--- config.mk ---
export PLATFORM = sky130hd
export DESIGN_NAME = tcu_capture
export DESIGN_NICKNAME = d
export VERILOG_FILES = /design/src/verilog/tcu_pkg.sv /design/src/verilog/tcu_capture.sv /design/src/verilog/tcu_edge_sync.sv
export VERILOG_INCLUDE_DIRS = /design/src /design/src/verilog
export SDC_FILE = /design/constraint.sdc
export NUM_CORES = 1
export LEC_CHECK = 0
export BUFFER_PORTS_ARGS = -buffer_cell sky130_fd_sc_hd__buf_2
export CAP_MARGIN = 20
export CELL_PAD_IN_SITES_DETAIL_PLACEMENT = 2
export CELL_PAD_IN_SITES_GLOBAL_PLACEMENT = 2
export CORE_MARGIN = 2
export CORE_UTILIZATION = 31
export CTS_BUF_LIST = sky130_fd_sc_hd__clkbuf_8
export DETAILED_ROUTE_END_ITERATION = 7
export PLACE_DENSITY = 0.87
export SYNTH_ARGS = -nofsm -noshare
export SYNTH_HDL_FRONTEND = slang
export SYNTH_SLANG_ARGS = --single-unit
--- constraint.sdc ---
create_clock -name mclk -period 6.4 [get_ports mclk]
set_clock_uncertainty 0.15 [all_clocks]
set_input_delay 1.28 -clock mclk [delete_from_list [all_inputs] [get_ports mclk]]
set_output_delay 1.28 -clock mclk [all_outputs]
set_load 0.02 [all_outputs]
--- src/verilog/tcu_defs.svh ---
`ifndef TCU_DEFS_SVH
`define TCU_DEFS_SVH

// Capture mode field encodings (four bits).
`define TCU_MODE_W 4
`define TCU_MODE_OFF 4'h0
`define TCU_MODE_FALL 4'h4
`define TCU_MODE_RISE 4'h5
`define TCU_MODE_RISE4 4'h6
`define TCU_MODE_RISE16 4'h7

// Edge prescaler: counter width and terminal counts.
`define TCU_PRE_W 4
`define TCU_PRE_LAST4 4'h3
`define TCU_PRE_LAST16 4'hf

// Timer width and reset value of the holding registers.
`define TCU_TMR_W 16
`define TCU_CAP_RST 16'h0000

`endif

--- src/verilog/tcu_pkg.sv ---
`include "tcu_defs.svh"

package tcu_pkg;

  typedef enum logic [1:0] {
    TCU_EV_NONE,
    TCU_EV_FALL,
    TCU_EV_RISE,
    TCU_EV_PRESCALED
  } tcu_ev_kind_t;

  // Captured pair as presented to software.
  typedef struct packed {
    logic [7:0] high;
    logic [7:0] low;
  } tcu_cap_t;

endpackage
--- src/verilog/tcu_capture.sv ---
`timescale 1ns/10ps
`include "tcu_defs.svh"


module tcu_capture (
  input wire logic mclk,
  input wire logic rst_n,
  input wire logic capture_input_pin,
  input wire logic [`TCU_MODE_W-1:0] capture_mode_field,
  input wire logic timer_b_select,
  input wire logic [`TCU_TMR_W-1:0] timer_a_count,
  input wire logic [`TCU_TMR_W-1:0] timer_b_count,
  input wire logic flag_clear,
  input wire logic capture_irq_enable,
  output tcu_pkg::tcu_cap_t capture_value_pair,
  output logic [7:0] capture_value_high,
  output logic [7:0] capture_value_low,
  output logic capture_irq_flag,
  output logic capture_irq,
  output logic capture_strobe
);

  // ****************************************************************
  // Edge detection
  // ****************************************************************

  logic pin_rise;
  logic pin_fall;

  // The pin level is watched whatever drives it, so a port write on an
  // output-configured pin can cause a capture just like an outside edge.
  tcu_edge_sync u_sync (
    .mclk(mclk),
    .rst_n(rst_n),
    .pin_in(capture_input_pin),
    .rise(pin_rise),
    .fall(pin_fall)
  );

  // ****************************************************************
  // Mode decode
  // ****************************************************************

  tcu_pkg::tcu_ev_kind_t kind;
  logic [`TCU_PRE_W-1:0] pre_last;

  always_comb begin
    kind = tcu_pkg::TCU_EV_NONE;
    pre_last = `TCU_PRE_LAST4;
    case (capture_mode_field)
      `TCU_MODE_FALL: kind = tcu_pkg::TCU_EV_FALL;
      `TCU_MODE_RISE: kind = tcu_pkg::TCU_EV_RISE;
      `TCU_MODE_RISE4: begin
        kind = tcu_pkg::TCU_EV_PRESCALED;
        pre_last = `TCU_PRE_LAST4;
      end
      `TCU_MODE_RISE16: begin
        kind = tcu_pkg::TCU_EV_PRESCALED;
        pre_last = `TCU_PRE_LAST16;
      end
      default: kind = tcu_pkg::TCU_EV_NONE;
    endcase
  end

  // ****************************************************************
  // Edge prescaler
  // ****************************************************************

  logic [`TCU_PRE_W-1:0] pre_r;
  logic pre_hit;

  // A count left over from a x16 setting can reach past the x4 terminal;
  // the compare uses >= so the counter still wraps rather than running on.
  assign pre_hit = pin_rise && (pre_r >= pre_last);

  always_ff @(posedge mclk or negedge rst_n) begin
    if (!rst_n) begin
      pre_r <= '0;
    end else if (kind != tcu_pkg::TCU_EV_PRESCALED &&
                 kind != tcu_pkg::TCU_EV_RISE &&
                 kind != tcu_pkg::TCU_EV_FALL) begin
      pre_r <= '0;
    end else if (kind == tcu_pkg::TCU_EV_PRESCALED && pin_rise) begin
      // Switching between prescaled settings keeps the count.
      pre_r <= pre_hit ? '0 : pre_r + 1'b1;
    end
  end

  // ****************************************************************
  // Capture event and mode-change artefact
  // ****************************************************************

  logic [`TCU_MODE_W-1:0] mode_prev_r;
  logic mode_changed;
  logic event_hit;

  always_ff @(posedge mclk or negedge rst_n) begin
    if (!rst_n) begin
      mode_prev_r <= `TCU_MODE_OFF;
    end else begin
      mode_prev_r <= capture_mode_field;
    end
  end

  // Any change into a capture mode raises the flag once, as the real
  // part may; software is expected to mask and then clear it.
  assign mode_changed = (capture_mode_field != mode_prev_r) &&
                        (kind != tcu_pkg::TCU_EV_NONE);

  always_comb begin
    case (kind)
      tcu_pkg::TCU_EV_FALL: event_hit = pin_fall;
      tcu_pkg::TCU_EV_RISE: event_hit = pin_rise;
      tcu_pkg::TCU_EV_PRESCALED: event_hit = pre_hit;
      default: event_hit = 1'b0;
    endcase
  end

  assign capture_strobe = event_hit;

  // ****************************************************************
  // Holding registers
  // ****************************************************************

  logic [`TCU_TMR_W-1:0] src_count;
  logic [`TCU_TMR_W-1:0] cap_r;

  // The timer is assumed to be synchronous to mclk; a count that ripples
  // asynchronously would be sampled mid-change here.
  assign src_count = timer_b_select ? timer_b_count
                                    : timer_a_count;

  always_ff @(posedge mclk or negedge rst_n) begin
    if (!rst_n) begin
      cap_r <= `TCU_CAP_RST;
    end else if (event_hit) begin
      cap_r <= src_count;
    end
  end

  assign capture_value_pair = cap_r;
  assign capture_value_high = cap_r[15:8];
  assign capture_value_low = cap_r[7:0];

  // ****************************************************************
  // Interrupt flag
  // ****************************************************************

  logic flag_r;

  // A set in the same cycle as a software clear wins.
  always_ff @(posedge mclk or negedge rst_n) begin
    if (!rst_n) begin
      flag_r <= 1'b0;
    end else if (event_hit || mode_changed) begin
      flag_r <= 1'b1;
    end else if (flag_clear) begin
      flag_r <= 1'b0;
    end
  end

  assign capture_irq_flag = flag_r;
  assign capture_irq = flag_r & capture_irq_enable;

endmodule

--- src/verilog/tcu_edge_sync.sv ---
`timescale 1ns/10ps
`include "tcu_defs.svh"

module tcu_edge_sync (
  input wire logic mclk,
  input wire logic rst_n,
  input wire logic pin_in,
  output logic rise,
  output logic fall
);

  logic meta_r;
  logic sync_r;
  logic prev_r;

  // The first stage feeds only the second stage.
  always_ff @(posedge mclk or negedge rst_n) begin
    if (!rst_n) begin
      meta_r <= 1'b0;
      sync_r <= 1'b0;
      prev_r <= 1'b0;
    end else begin
      meta_r <= pin_in;
      sync_r <= meta_r;
      prev_r <= sync_r;
    end
  end

  assign rise = sync_r & ~prev_r;
  assign fall = ~sync_r & prev_r;

endmodule

# == Word-level counts from Yosys, hierarchy flattened ==
# Index checks and enable logic that the tools add are counted.
# classes
eq_ne,11
muxes,9
add_sub_neg,1
bitwise,5
reduce_logical,10
magnitude_cmp,1
# ops
operator,count
$eq A4 B3 Y1 const B,4
$mux W16,1
$mux W4,4
$pmux W2 S3,1
$reduce_bool A2 Y1,3
$logic_and A1 B1 Y1,5
$add A4 B1 Y4 const B,1
$eq A2 B2 Y1 const B,2
$ge A4 B4 Y1,1
$ne A2 B2 Y1 const B,2
$ne A4 B4 Y1,1
$and A1 B1 Y1,3
$pmux W1 S3,1
$eq A2 B1 Y1 const B,1
$mux W1,2
$ne A2 B1 Y1 const B,1
$not A1 Y1,2
$reduce_or A2 Y1,1
$logic_or A1 B1 Y1,1
# totals
elab_cells,44
inputBits,42
reg_bits,28
out_inout_bits,35

# == Longest topological paths before layout ==
# Gate-level depths: netlist (run 1).
# depth
depth_word,7
depth_mapped,9
ltp_nobuf,8

# == Hierarchy ==
# A second synthesis (run 1) with hierarchy kept.
# hier_totals
hier_cells,141
area_unflattened_um2,1483.9
# by_module_without_submodules
module,area_per_inst_um2,cells_per_inst,n_inst,seq_area_each_um2
tcu_capture,1393.8,136,1,625.6
tcu_edge_sync,90.1,5,1,75.1

# == Worst setup path before layout (run 1) ==
# OpenSTA, ideal clock, no wires.
# synth_path
kind,in2out
from,in capture_mode_field[1]
to,out capture_strobe
stages,8
arrival_ns,2.738
t_required_ns,4.970
path_buffers,2
path_slack_ns,2.232
path_cell_list,clkbuf_1 -> nand3_1 -> ha_1 -> a211oi_1 -> nor4_1 -> nor2_1 -> inv_4 -> buf_12
# synth_between
elab_chain_cells,5
elab_cells_between_ends,13
classes_between,order compare (1); eq/ne (7); mux (3); reduce/logical (2)
# synth_rtl
element,line,source
from (decl),tcu_capture.sv:9,"input wire logic [`TCU_MODE_W-1:0] capture_mode_field,"
$eq A4 B3 Y1,tcu_capture.sv:50,case (capture_mode_field)
$mux W4 / $reduce_or A2 Y1 (equally long branches),--,
$ge A4 B4 Y1 / $pmux W2 S3 (equally long branches),"tcu_capture.sv:74, tcu_capture.sv:50",
"$logic_and A1 B1 Y1, or another cell as far along",tcu_capture.sv:74,assign pre_hit = pin_rise && (pre_r >= pre_last);
$pmux W1 S3 (*),tcu_capture.sv:111,case (kind)
to (decl),tcu_capture.sv:20,output logic capture_strobe
# Mark *: on every way between the ends. The rest lies on a longest branch, timed or not.

# == Worst setup path in the final report (run 1) ==
# layout_path
from,in capture_mode_field[2]
to,out capture_strobe
# Same word-level chain as after synthesis.

==> metrics.cfg, run 1 <==
[yosys]
yosysTopAreaCellShare_pct=45.2
yosys_warnings=0
ys_seq_elements=28
summed_instance_area_of_the_synthesized_netlist_um2=1550
synth.largest_area_cell=sky130_fd_sc_hd__dfrtp_1
synth.area.top_cells=sky130_fd_sc_hd__dfrtp_1 (45%), sky130_fd_sc_hd__mux2_2 (17%), sky130_fd_sc_hd__mux2_4 (8.7%)
post_synth.cell_area_avg_um2=12.4
async_flop_share_pct=100
count_of_cell_types_in_the_netlist=34
synth_flop_cell=sky130_fd_sc_hd__dfrtp_1
synth-edff-count=0
postSynthNetCount=170
post_synth_inst_count=125
synth_seq_area_share_pct=45.2

[die]
ioPinCount=77
die_width_um=74.7
core_region_area_um2=4790
die_area_um2=5580
chipHeight_um=74.7
fp-row-count=25
initial_core_util_pct=32.4

[routing]
dr.pass1.iters=3
route.vias.total=1162
initial_drc_count=16
via_per_inst=4.63
drcViolationCount=0
final_antenna_net_count=0
wirelength_um=3960
post_drt_wl_per_cell_um=15.8

[cts]
clock_tree.htree_level_count=1
tritoncts_clock_tree=yes
post-cts-setup-buffers=0
hold_bufs_inserted_after_cts=0
clkSlewWorstSetupHoldPaths_ns=0.10
clk_latency_ns=0.28
cts_root_buffer=sky130_fd_sc_hd__clkbuf_8
postCtsResizedCells=0
tritoncts.num_buffers=3
tritoncts_num_sinks=28
clock_path_buffers=2

[placement]
detailedPlacementHpwl_um=3060
placed_area_um2=1860
place.detailed.instances=247
place.gp.congestion=0.670
place.port_buffers=76

[sta]
maxClockFrequency_ghz=0.223
worst-slew-pin-transition_ns=0.629
final-max-slew-violation-count=0
rsz0062_at_grt=no
worst_slew_margin_rel_pct=58.1
post-route-min-period_ns=4.49
fin_tns_setup_ns=0
finalHoldViolCount=0
timing.final.crit_share_pct=70.1
setup_viol_count_final=0

[finish]
fillCellCount=528
finish.instance_area_um2=1930
final-seq-area_um2=701
multi_input_gate_area_um2=678
postLayoutCoreUtil_pct=40.3
count_of_non_filler_cells_in_the_finished_layout=251
leading_cell_type_in_the_layout_fill_and_taps_excluded=sky130_fd_sc_hd__buf_2
antenna_cells_inserted=0
share_of_post_route_cells_with_drive_strength_above_1_pct=62.0
most-common-layout-cells=sky130_fd_sc_hd__buf_2 (76), sky130_fd_sc_hd__dfrtp_1 (28), sky130_fd_sc_hd__mux2_2 (23)
final_net_count=230
layout-area-overhead-vs-synth_pct=24.5

[hold_path]
min_path_type=flop to flop

[power_and_ir_drop]
cell_internal_pwr_mw=0.380
vdd_drop_max_mv=0.107
swShare_pct=35.1
seq_power_share_pct=39.8
clkPwrFrac_pct=24.6
p_per_area_nw_per_um2=303
p_sw_mw=0.205
leakage_nw=0.948
comb_power_share_pct=35.6

[setup_path]
worstPathRequired_ns=4.97
worst_setup_path_type=input port to output pin
cp-start-kind=input port
timing.critical_path.fanout_max=17
critical_path.endpoint_type=output pin
crit_arrival_ns=3.06

[job]
max-cap-violations=0

[global_route]
grt_pass1_wl_um=6510
number_of_global_route_vias_before_repair=1337
grt_max_degree=29
gr-total-overflow=0
grt_antenna_before_repair=0
global_route.usage.total_pct=15.7

[run_status]
status=finished clean

[flip-flops by register name, summed over array words and instances (netlist names)]
register            count
capture_value_pair     16
mode_prev_r             4
u_sync.prev_r           1
pre_r                   4
u_sync.meta_r           1
capture_irq_flag        1
u_sync.sync_r           1
[power by group through the flow]
stage / sequential, mW / combinational (mW) / clock (mW)
final: 0.233 / 0.208 / 0.144
after global routing: 0.239 / 0.222 / 0.156
after CTS: 0.234 / 0.212 / 0.147
after detailed placement: 0.236 / 0.213 / 0
after global placement: 0.235 / 0.205 / 0
after floorplan: 0.269 / 0.131 / 0
[metrics by stage]
step	worst slack, ns	hold slack, ns	power [mW]
CTS	1.90	0.222	0.594
global placement	2.05	0.184	0.440
floorplan	2.23	0.181	0.400
finish	1.91	0.217	0.585
global route	1.73	0.221	0.616
detailed placement	1.92	0.200	0.449
[worst max-delay path, stage by stage]
cell                       delay [ns]
sky130_fd_sc_hd__buf_2           0.12
sky130_fd_sc_hd__nor2b_1         0.21
sky130_fd_sc_hd__nand3_1         0.14
sky130_fd_sc_hd__ha_1            0.29
sky130_fd_sc_hd__a211oi_1        0.30
sky130_fd_sc_hd__nor4_1          0.11
sky130_fd_sc_hd__nor2_1          0.22
sky130_fd_sc_hd__inv_4           0.17
sky130_fd_sc_hd__buf_2           0.20
[final timing paths]
check	slack [ns]	cells past startpoint	end	start
worst max-delay path	1.91	9	capture_strobe	capture_mode_field[2]
worst max register to register	4.26	6	capture_value_pair[6]$_DFFE_PN0P_	pre_r[2]$_DFFE_PN0P_
min in group asynchronous	0.85	1	capture_irq_flag$_DFFE_PN0P_	rst_n
max in group asynchronous	4.84	1	mode_prev_r[3]$_DFF_PN0_	rst_n
worst min register to register	0.22	0	u_sync.sync_r$_DFF_PN0_	u_sync.meta_r$_DFF_PN0_
worst min-delay path	0.22	0	u_sync.sync_r$_DFF_PN0_	u_sync.meta_r$_DFF_PN0_
[final cells by class]
cell class / instances / share of cell area (%)
Timing Repair Buffer: 76 / 19.7
Clock inverter: 1 / 1.56
Sequential cell: 28 / 36.3
Inverter: 3 / 0.714
Multi-Input combinational cell: 73 / 35.2
Clock buffer: 3 / 2.14
Tap cell: 67 / 4.35
[cells in the mapped netlist, drive strengths merged, types with 2 or more instances]
cell    instances
mux2           32
nand3b          4
dfrtp          28
nor2            4
a211oi          2
ha              3
buf            18
clkbuf          3
nand2b          2
xor2            2
inv             3
nand3           2
nand2           5
a21oi           2
[logic make-up after synthesis]
| logic type | synth area share (%) |
|---|---|
| AND/OR/NAND/NOR | 10.3 |
| AO/OA/AOI/OAI | 4.52 |
| buffers and inverters | 11.0 |
| XOR/XNOR | 1.13 |
| flip-flops | 45.2 |
| adder cells (fa/ha/maj) | 2.42 |
| multiplexers | 25.4 |
[layer usage]
metal  wire, µm  vias to the layer above  GRT usage, %
met4         49                        0          4.76
met2       2040                       47          28.5
li1           -                      538             -
met1       1620                      572          17.7
met5          0                        -             0
met3        243                        5          4.69
Power figures use the tool's default switching activity.
==> inputs of run 2 (changes only) <==
--- a/config.mk
+++ b/config.mk
@@ -6,15 +6,16 @@
 export SDC_FILE = /design/constraint.sdc
 export NUM_CORES = 1
 export LEC_CHECK = 0
+export ABC_AREA = 1
 export BUFFER_PORTS_ARGS = -buffer_cell sky130_fd_sc_hd__buf_2
 export CAP_MARGIN = 20
 export CELL_PAD_IN_SITES_DETAIL_PLACEMENT = 2
 export CELL_PAD_IN_SITES_GLOBAL_PLACEMENT = 2
 export CORE_MARGIN = 2
-export CORE_UTILIZATION = 31
+export CORE_UTILIZATION = 23
 export CTS_BUF_LIST = sky130_fd_sc_hd__clkbuf_8
 export DETAILED_ROUTE_END_ITERATION = 7
-export PLACE_DENSITY = 0.87
+export PLACE_DENSITY = 0.77
 export SYNTH_ARGS = -nofsm -noshare
 export SYNTH_HDL_FRONTEND = slang
 export SYNTH_SLANG_ARGS = --single-unit
==> constraint.sdc (replaced) <==
create_clock -name mclk -period 3.6 [get_ports mclk]
set_clock_uncertainty 0.15 [all_clocks]
set_input_delay 0.72 -clock mclk [delete_from_list [all_inputs] [get_ports mclk]]
set_output_delay 0.72 -clock mclk [all_outputs]
set_load 0.02 [all_outputs]
==> metrics.cfg, run 2 <==
[run_status]
status=finished clean

[yosys]
synth_seq_area_share_pct=42.3  ; -2.9 points
post_synth_inst_count=218  ; +74%
postSynthNetCount=263  ; +55%
synthTopCellsByCount=sky130_fd_sc_hd__nand2_1 (51), sky130_fd_sc_hd__nand3_1 (42), sky130_fd_sc_hd__dfrtp_1 (28)
post_synth.cell_area_avg_um2=7.60  ; -39%
ys_seq_elements=28  ; unchanged
yosys_warnings=0  ; unchanged
summed_instance_area_of_the_synthesized_netlist_um2=1660  ; +6.9%
async_flop_share_pct=100  ; unchanged
synth_flop_cell=sky130_fd_sc_hd__dfrtp_1
yosysTopAreaCellShare_pct=42.3  ; -2.9 points
yosys.cell_count.top_type=sky130_fd_sc_hd__nand2_1
synth.largest_area_cell=sky130_fd_sc_hd__dfrtp_1
synth-edff-count=0  ; unchanged
count_of_cell_types_in_the_netlist=20  ; -41%
synth.area.top_cells=sky130_fd_sc_hd__dfrtp_1 (42%), sky130_fd_sc_hd__nand3_1 (13%), sky130_fd_sc_hd__nand2_1 (12%)

[placement]
place.port_buffers=76  ; unchanged
preCtsSetupSlack_ns=0.571  ; -1.35 ns
place.gp.congestion=0.771  ; +15%
detailedPlacementHpwl_um=3960  ; +29%

[finish]
layout-area-overhead-vs-synth_pct=24.0
most-common-layout-cells=sky130_fd_sc_hd__buf_2 (76), sky130_fd_sc_hd__nand2_1 (51), sky130_fd_sc_hd__nand3_1 (42)
postLayoutCoreUtil_pct=29.9  ; -10 points
fillCellCount=839  ; +59%
largest_register_ffs=16  ; unchanged
final-seq-area_um2=701  ; unchanged
final_net_count=322  ; +40%
multi_input_gate_area_um2=674  ; -0.55%
share_of_post_route_cells_with_drive_strength_above_1_pct=33.7  ; -28 points
antenna_cells_inserted=0  ; unchanged
leading_cell_type_in_the_layout_fill_and_taps_excluded=sky130_fd_sc_hd__buf_2

[hold_path]
min_path_type=flop to flop

[die]
die_area_um2=7900  ; +42%
chipHeight_um=88.9  ; +19%
core_region_area_um2=6870  ; +44%
ioPinCount=77  ; unchanged
fp-row-count=30  ; +20%
initial_core_util_pct=24.1  ; -8.2 points
die_width_um=88.9  ; +19%

[routing]
post_drt_wl_per_cell_um=13.0  ; -17%
dr.pass1.iters=4  ; +1
route.vias.total=1582  ; +36%
drcViolationCount=0  ; unchanged
via_per_inst=4.25  ; -8.1%
final_antenna_net_count=0  ; unchanged
initial_drc_count=47  ; +31
wirelength_um=4840  ; +22%

[global_route]
grt_pass1_wl_um=8050  ; +24%
number_of_global_route_vias_before_repair=1735  ; +30%
grt_max_degree=33  ; +14%
gr-total-overflow=0  ; unchanged
global_route.usage.total_pct=13.0  ; -2.7 points
grt_antenna_before_repair=0  ; unchanged

[cts]
cts_root_buffer=sky130_fd_sc_hd__clkbuf_8
clk_latency_ns=0.27  ; about the same
clock_tree.htree_level_count=1  ; unchanged
tritoncts.num_buffers=3  ; unchanged
hold_bufs_inserted_after_cts=0  ; unchanged
clkSlewWorstSetupHoldPaths_ns=0.10  ; about the same
tritoncts_clock_tree=yes
tritoncts_num_sinks=28  ; unchanged
clock_path_buffers=2  ; unchanged
post-cts-setup-buffers=0  ; unchanged
postCtsResizedCells=0  ; unchanged

[power_and_ir_drop]
clkPwrFrac_pct=22.7  ; -1.9 points
cell_internal_pwr_mw=0.552  ; +45%
seq_power_share_pct=44.1  ; +4.3 points
p_per_area_nw_per_um2=428  ; +41%
swShare_pct=37.2  ; +2.2 points
design_power_total_mw=0.879  ; +50%
comb_power_share_pct=33.3  ; -2.3 points
leakage_nw=1.20  ; +27%
p_sw_mw=0.327  ; +60%
vdd_drop_max_mv=0.119  ; +11%

[sta]
rsz0062_at_grt=no
worst_slew_margin_rel_pct=57.0  ; -1.1 points
hold_slack_ns=0.206  ; -0.0107 ns
worst-slew-pin-transition_ns=0.645  ; +0.0160 ns
fin_tns_setup_ns=0  ; unchanged
post-route-min-period_ns=3.00
finalHoldViolCount=0  ; unchanged
timing.final.crit_share_pct=83.4
setup_viol_count_final=0  ; unchanged
final.setup.worst_slack_ns=0.597  ; -1.32 ns
final-max-slew-violation-count=0  ; unchanged
maxClockFrequency_ghz=0.333

[setup_path]
cp-start-kind=input port
timing.critical_path.fanout_max=3  ; -14
worst_setup_path_type=input port to output pin
crit_arrival_ns=2.13  ; -0.93 ns
critical_path.endpoint_type=output pin
worstPathRequired_ns=2.73  ; -2.24 ns

[job]
max-cap-violations=0  ; unchanged

==> run 2: critical path, cell delays in order <==
cell and delay [ns]:
sky130_fd_sc_hd__buf_2 0.10, sky130_fd_sc_hd__inv_1 0.04, sky130_fd_sc_hd__nand2_1 0.08, sky130_fd_sc_hd__inv_2 0.07, sky130_fd_sc_hd__nand3_1 0.10, sky130_fd_sc_hd__ha_1 0.34
sky130_fd_sc_hd__nor2_1 0.07, sky130_fd_sc_hd__nor2_2 0.14, sky130_fd_sc_hd__nand3_2 0.11, sky130_fd_sc_hd__nand2_2 0.08, sky130_fd_sc_hd__nand2_1 0.07, sky130_fd_sc_hd__inv_1 0.06
sky130_fd_sc_hd__buf_2 0.15
==> run 2: final timing paths <==
| kind | startpoint | to | slack [ns] | cells after the start |
|---|---|---|---|---|
| max | capture_mode_field[3] | capture_strobe | 0.60 | 13 |
| min | u_sync.meta_r$_DFF_PN0_ | u_sync.sync_r$_DFF_PN0_ | 0.21 | 0 |
| max reg2reg | pre_r[3]$_DFFE_PN0P_ | capture_value_pair[10]$_DFFE_PN0P_ | 1.83 | 8 |
| min reg2reg | u_sync.meta_r$_DFF_PN0_ | u_sync.sync_r$_DFF_PN0_ | 0.21 | 0 |
| max in group asynchronous | rst_n | capture_value_pair[6]$_DFFE_PN0P_ | 2.58 | 1 |
| min in group asynchronous | rst_n | capture_value_pair[1]$_DFFE_PN0P_ | 0.30 | 1 |
==> run 2: routing by layer <==
layer	up-vias	part of all wire, %	track usage (%)
met5	-	0	0
met4	0	0.70	4.13
met3	2	3.0	0.933
met2	33	52	23.8
met1	758	44	16.0
li1	789	-	-
==> run 2: final cells by class <==
cell class | instances | area share, %
Sequential cell | 28 | 34.1
Inverter | 29 | 5.30
Timing Repair Buffer | 78 | 19.2
Multi-Input combinational cell | 137 | 32.8
Clock buffer | 4 | 2.68
Tap cell | 96 | 5.85
==> run 2: metrics by stage <==
| stage | cells | instance area [µm²] |
|---|---|---|
| finish | 372 | 2050 |
| global route | 372 | 2050 |
| CTS | 372 | 2050 |
| detailed placement | 368 | 2000 |
| global placement | 368 | 2000 |
| floorplan | 218 | 1660 |
==> run 2: kinds of logic after synthesis <==
logic type	Yosys count	synth area share, %
compound gates	20	6.04
xor+xnor	2	1.06
fa+ha+maj	3	2.27
buf+inv	53	17.0
flops	28	42.3
simple gates	112	31.3
==> run 2: power by group through the flow <==
stage / Clock (mW) / Combinational (mW) / Sequential (mW)
floorplan: 0 / 0.172 / 0.436
global placement: 0 / 0.289 / 0.394
detailed placement: 0 / 0.300 / 0.395
CTS: 0.208 / 0.300 / 0.389
global route: 0.217 / 0.322 / 0.394
finish: 0.199 / 0.293 / 0.387
==> inputs of run 3 (changes only) <==
--- a/config.mk
+++ b/config.mk
@@ -6,16 +6,16 @@
 export SDC_FILE = /design/constraint.sdc
 export NUM_CORES = 1
 export LEC_CHECK = 0
-export ABC_AREA = 1
+export ABC_AREA = 0
 export BUFFER_PORTS_ARGS = -buffer_cell sky130_fd_sc_hd__buf_2
 export CAP_MARGIN = 20
 export CELL_PAD_IN_SITES_DETAIL_PLACEMENT = 2
 export CELL_PAD_IN_SITES_GLOBAL_PLACEMENT = 2
 export CORE_MARGIN = 2
-export CORE_UTILIZATION = 23
+export CORE_UTILIZATION = 26
 export CTS_BUF_LIST = sky130_fd_sc_hd__clkbuf_8
 export DETAILED_ROUTE_END_ITERATION = 7
-export PLACE_DENSITY = 0.77
+export PLACE_DENSITY = 0.78
 export SYNTH_ARGS = -nofsm -noshare
 export SYNTH_HDL_FRONTEND = slang
 export SYNTH_SLANG_ARGS = --single-unit
==> constraint.sdc (replaced) <==
create_clock -name mclk -period 2.46 [get_ports mclk]
set_clock_uncertainty 0.15 [all_clocks]
set_input_delay 0.492 -clock mclk [delete_from_list [all_inputs] [get_ports mclk]]
set_output_delay 0.492 -clock mclk [all_outputs]
set_load 0.02 [all_outputs]
==> metrics.cfg, run 3 (synthesized netlist as in run 1, its figures left out) <==
[sta]
worst_slew_margin_rel_pct=56.6  ; -0.37 points
maxClockFrequency_ghz=0.401
hold_slack_ns=0.0918  ; -0.115 ns
setup_viol_count_final=1  ; +1
post-route-min-period_ns=2.49
worst-slew-pin-transition_ns=0.650  ; +0.00556 ns
final-max-slew-violation-count=0  ; unchanged
finalHoldViolCount=0  ; unchanged
rsz0062_at_grt=yes
timing.final.crit_share_pct=101
final.setup.worst_slack_ns=-0.0348  ; -0.632 ns

[job]
max-cap-violations=0  ; unchanged

[power_and_ir_drop]
clkPwrFrac_pct=17.6  ; -5.1 points
comb_power_share_pct=39.8  ; +6.5 points
vdd_drop_max_mv=0.276  ; +130%
design_power_total_mw=1.42  ; +61%
cell_internal_pwr_mw=0.894  ; +62%
swShare_pct=37.0  ; -0.25 points
leakage_nw=1.01  ; -16%
p_per_area_nw_per_um2=676  ; +58%
seq_power_share_pct=42.6  ; -1.5 points
p_sw_mw=0.525  ; +60%

[cts]
clk_latency_ns=0.27  ; about the same
tritoncts.num_buffers=3  ; unchanged
clkSlewWorstSetupHoldPaths_ns=0.09  ; about the same
tritoncts_clock_tree=yes
clock_tree.htree_level_count=1  ; unchanged
clock_path_buffers=2  ; unchanged
cts_root_buffer=sky130_fd_sc_hd__clkbuf_8
hold_bufs_inserted_after_cts=0  ; unchanged
tritoncts_num_sinks=28  ; unchanged

[placement]
detailedPlacementHpwl_um=3270  ; -17%
place.gp.congestion=0.721  ; -6.4%
preCtsSetupSlack_ns=-0.233  ; -0.804 ns
place.detailed.instances=264  ; -28%
place.port_buffers=76  ; unchanged

[finish]
leading_cell_type_in_the_layout_fill_and_taps_excluded=sky130_fd_sc_hd__buf_2
final_net_count=242  ; -25%
largest_register_ffs=16  ; unchanged
layout-area-overhead-vs-synth_pct=35.5
antenna_cells_inserted=0  ; unchanged
count_of_non_filler_cells_in_the_finished_layout=270  ; -27%
most-common-layout-cells=sky130_fd_sc_hd__buf_2 (73), sky130_fd_sc_hd__dfrtp_1 (28), sky130_fd_sc_hd__mux2_2 (23)
share_of_post_route_cells_with_drive_strength_above_1_pct=67.7  ; +34 points
postLayoutCoreUtil_pct=35.9  ; +6.0 points

[die]
ioPinCount=77  ; unchanged
chipHeight_um=81.2  ; -8.6%
fp-row-count=28  ; -6.7%
initial_core_util_pct=26.5  ; +2.4 points
die_area_um2=6590  ; -17%
core_region_area_um2=5850  ; -15%
die_width_um=81.2  ; -8.6%

[setup_path]
worstPathRequired_ns=1.82  ; -0.91 ns
worst_path_largest_cell_delay_ns=0.26  ; -0.08 ns
cp-start-kind=input port
critical_path.endpoint_type=output pin
timing.critical_path.mode_cell=sky130_fd_sc_hd__buf_6
worstPathCellList=buf_8, nor2b_4, nand3_4, buf_6, ha_4, a211oi_4, nor4_4, nor2_2, inv_4, buf_6
critPathSlowestCell=sky130_fd_sc_hd__a211oi_4
crit_arrival_ns=1.85  ; -0.28 ns
timing.critical_path.fanout_max=3  ; unchanged
worst_setup_path_type=input port to output pin

[routing]
wirelength_um=4270  ; -12%
dr.pass1.iters=3  ; -1
initial_drc_count=40  ; -15%
via_per_inst=4.43  ; +4.2%
drcViolationCount=0  ; unchanged
post_drt_wl_per_cell_um=15.8  ; +21%
final_antenna_net_count=0  ; unchanged
route.vias.total=1196  ; -24%

[run_status]
failing_checks=setup timing
status=complete, but fails checks

[global_route]
global_route.usage.total_pct=14.1  ; +1.1 points
grt_pass1_wl_um=7110  ; -12%
grt_antenna_before_repair=0  ; unchanged
grt_max_degree=29  ; -12%
number_of_global_route_vias_before_repair=1404  ; -19%
gr-total-overflow=0  ; unchanged

[hold_path]
min_path_type=input port to asynchronous set/reset pin

run 3: layout make-up:
class | count | area, µm²
fillers | 644 | 3750
multi-input cells | 73 | 753
flip-flops and latches | 28 | 701
repair buffers | 88 | 497
well taps | 75 | 93.8
clock buffers | 3 | 41.3
inverters | 3 | 13.8
run 3: worst max-delay path: cells and delay by family:
| kind | cells | cell delay (ns) |
|---|---|---|
| simple gates | 4 | 0.51 |
| buf+inv | 4 | 0.42 |
| compound gates | 1 | 0.26 |
| fa+ha+maj | 1 | 0.16 |
run 3: per-layer routing:
layer	up-vias	global-route usage, %	share of wire (%)
li1	560	-	-
met1	598	16.2	38
met2	36	27.3	57
met3	2	2.33	4.5
met4	0	2.54	0.54
met5	-	0	0
run 3: worst paths after layout:
path,startpoint,end,slack [ns],depth (start not counted)
hold reg to reg,u_sync.meta_r$_DFF_PN0_,u_sync.sync_r$_DFF_PN0_,0.21,0
hold / removal,rst_n,mode_prev_r[1]$_DFF_PN0_,0.09,1
setup / recovery,capture_mode_field[3],capture_strobe,-0.03,10
max in group asynchronous,rst_n,u_sync.prev_r$_DFF_PN0_,1.65,1
min in group mclk,capture_input_pin,u_sync.meta_r$_DFF_PN0_,0.18,1
setup reg to reg,pre_r[2]$_DFFE_PN0P_,capture_value_pair[6]$_DFFE_PN0P_,0.34,7
run 3: what timing repair did:
item                                    4_1_cts  5_1_grt
pin swaps                                     3        4
resized for setup                             6       12
endpoints found under the setup margin        1        1
cloned                                        0        0
setup buffers                                 1        3
hold endpoints to repair                      0        0
run 3: metrics by stage:
stage / TNS (ns) / instance area, µm²
after global routing: -0.107 / 2100
final: -0.0348 / 2100
after detailed placement: -3.19 / 1940
after CTS: -0.0502 / 2020
after floorplan: 0 / 1560
after global placement: -1.62 / 1940
run 3: power by group through the flow:
stage / sequential, mW / clock, mW / combinational [mW]
after global placement: 0.611 / 0 / 0.545
after global routing: 0.620 / 0.285 / 0.603
after detailed placement: 0.616 / 0 / 0.563
after floorplan: 0.700 / 0 / 0.341
after CTS: 0.609 / 0.263 / 0.566
final: 0.605 / 0.250 / 0.564
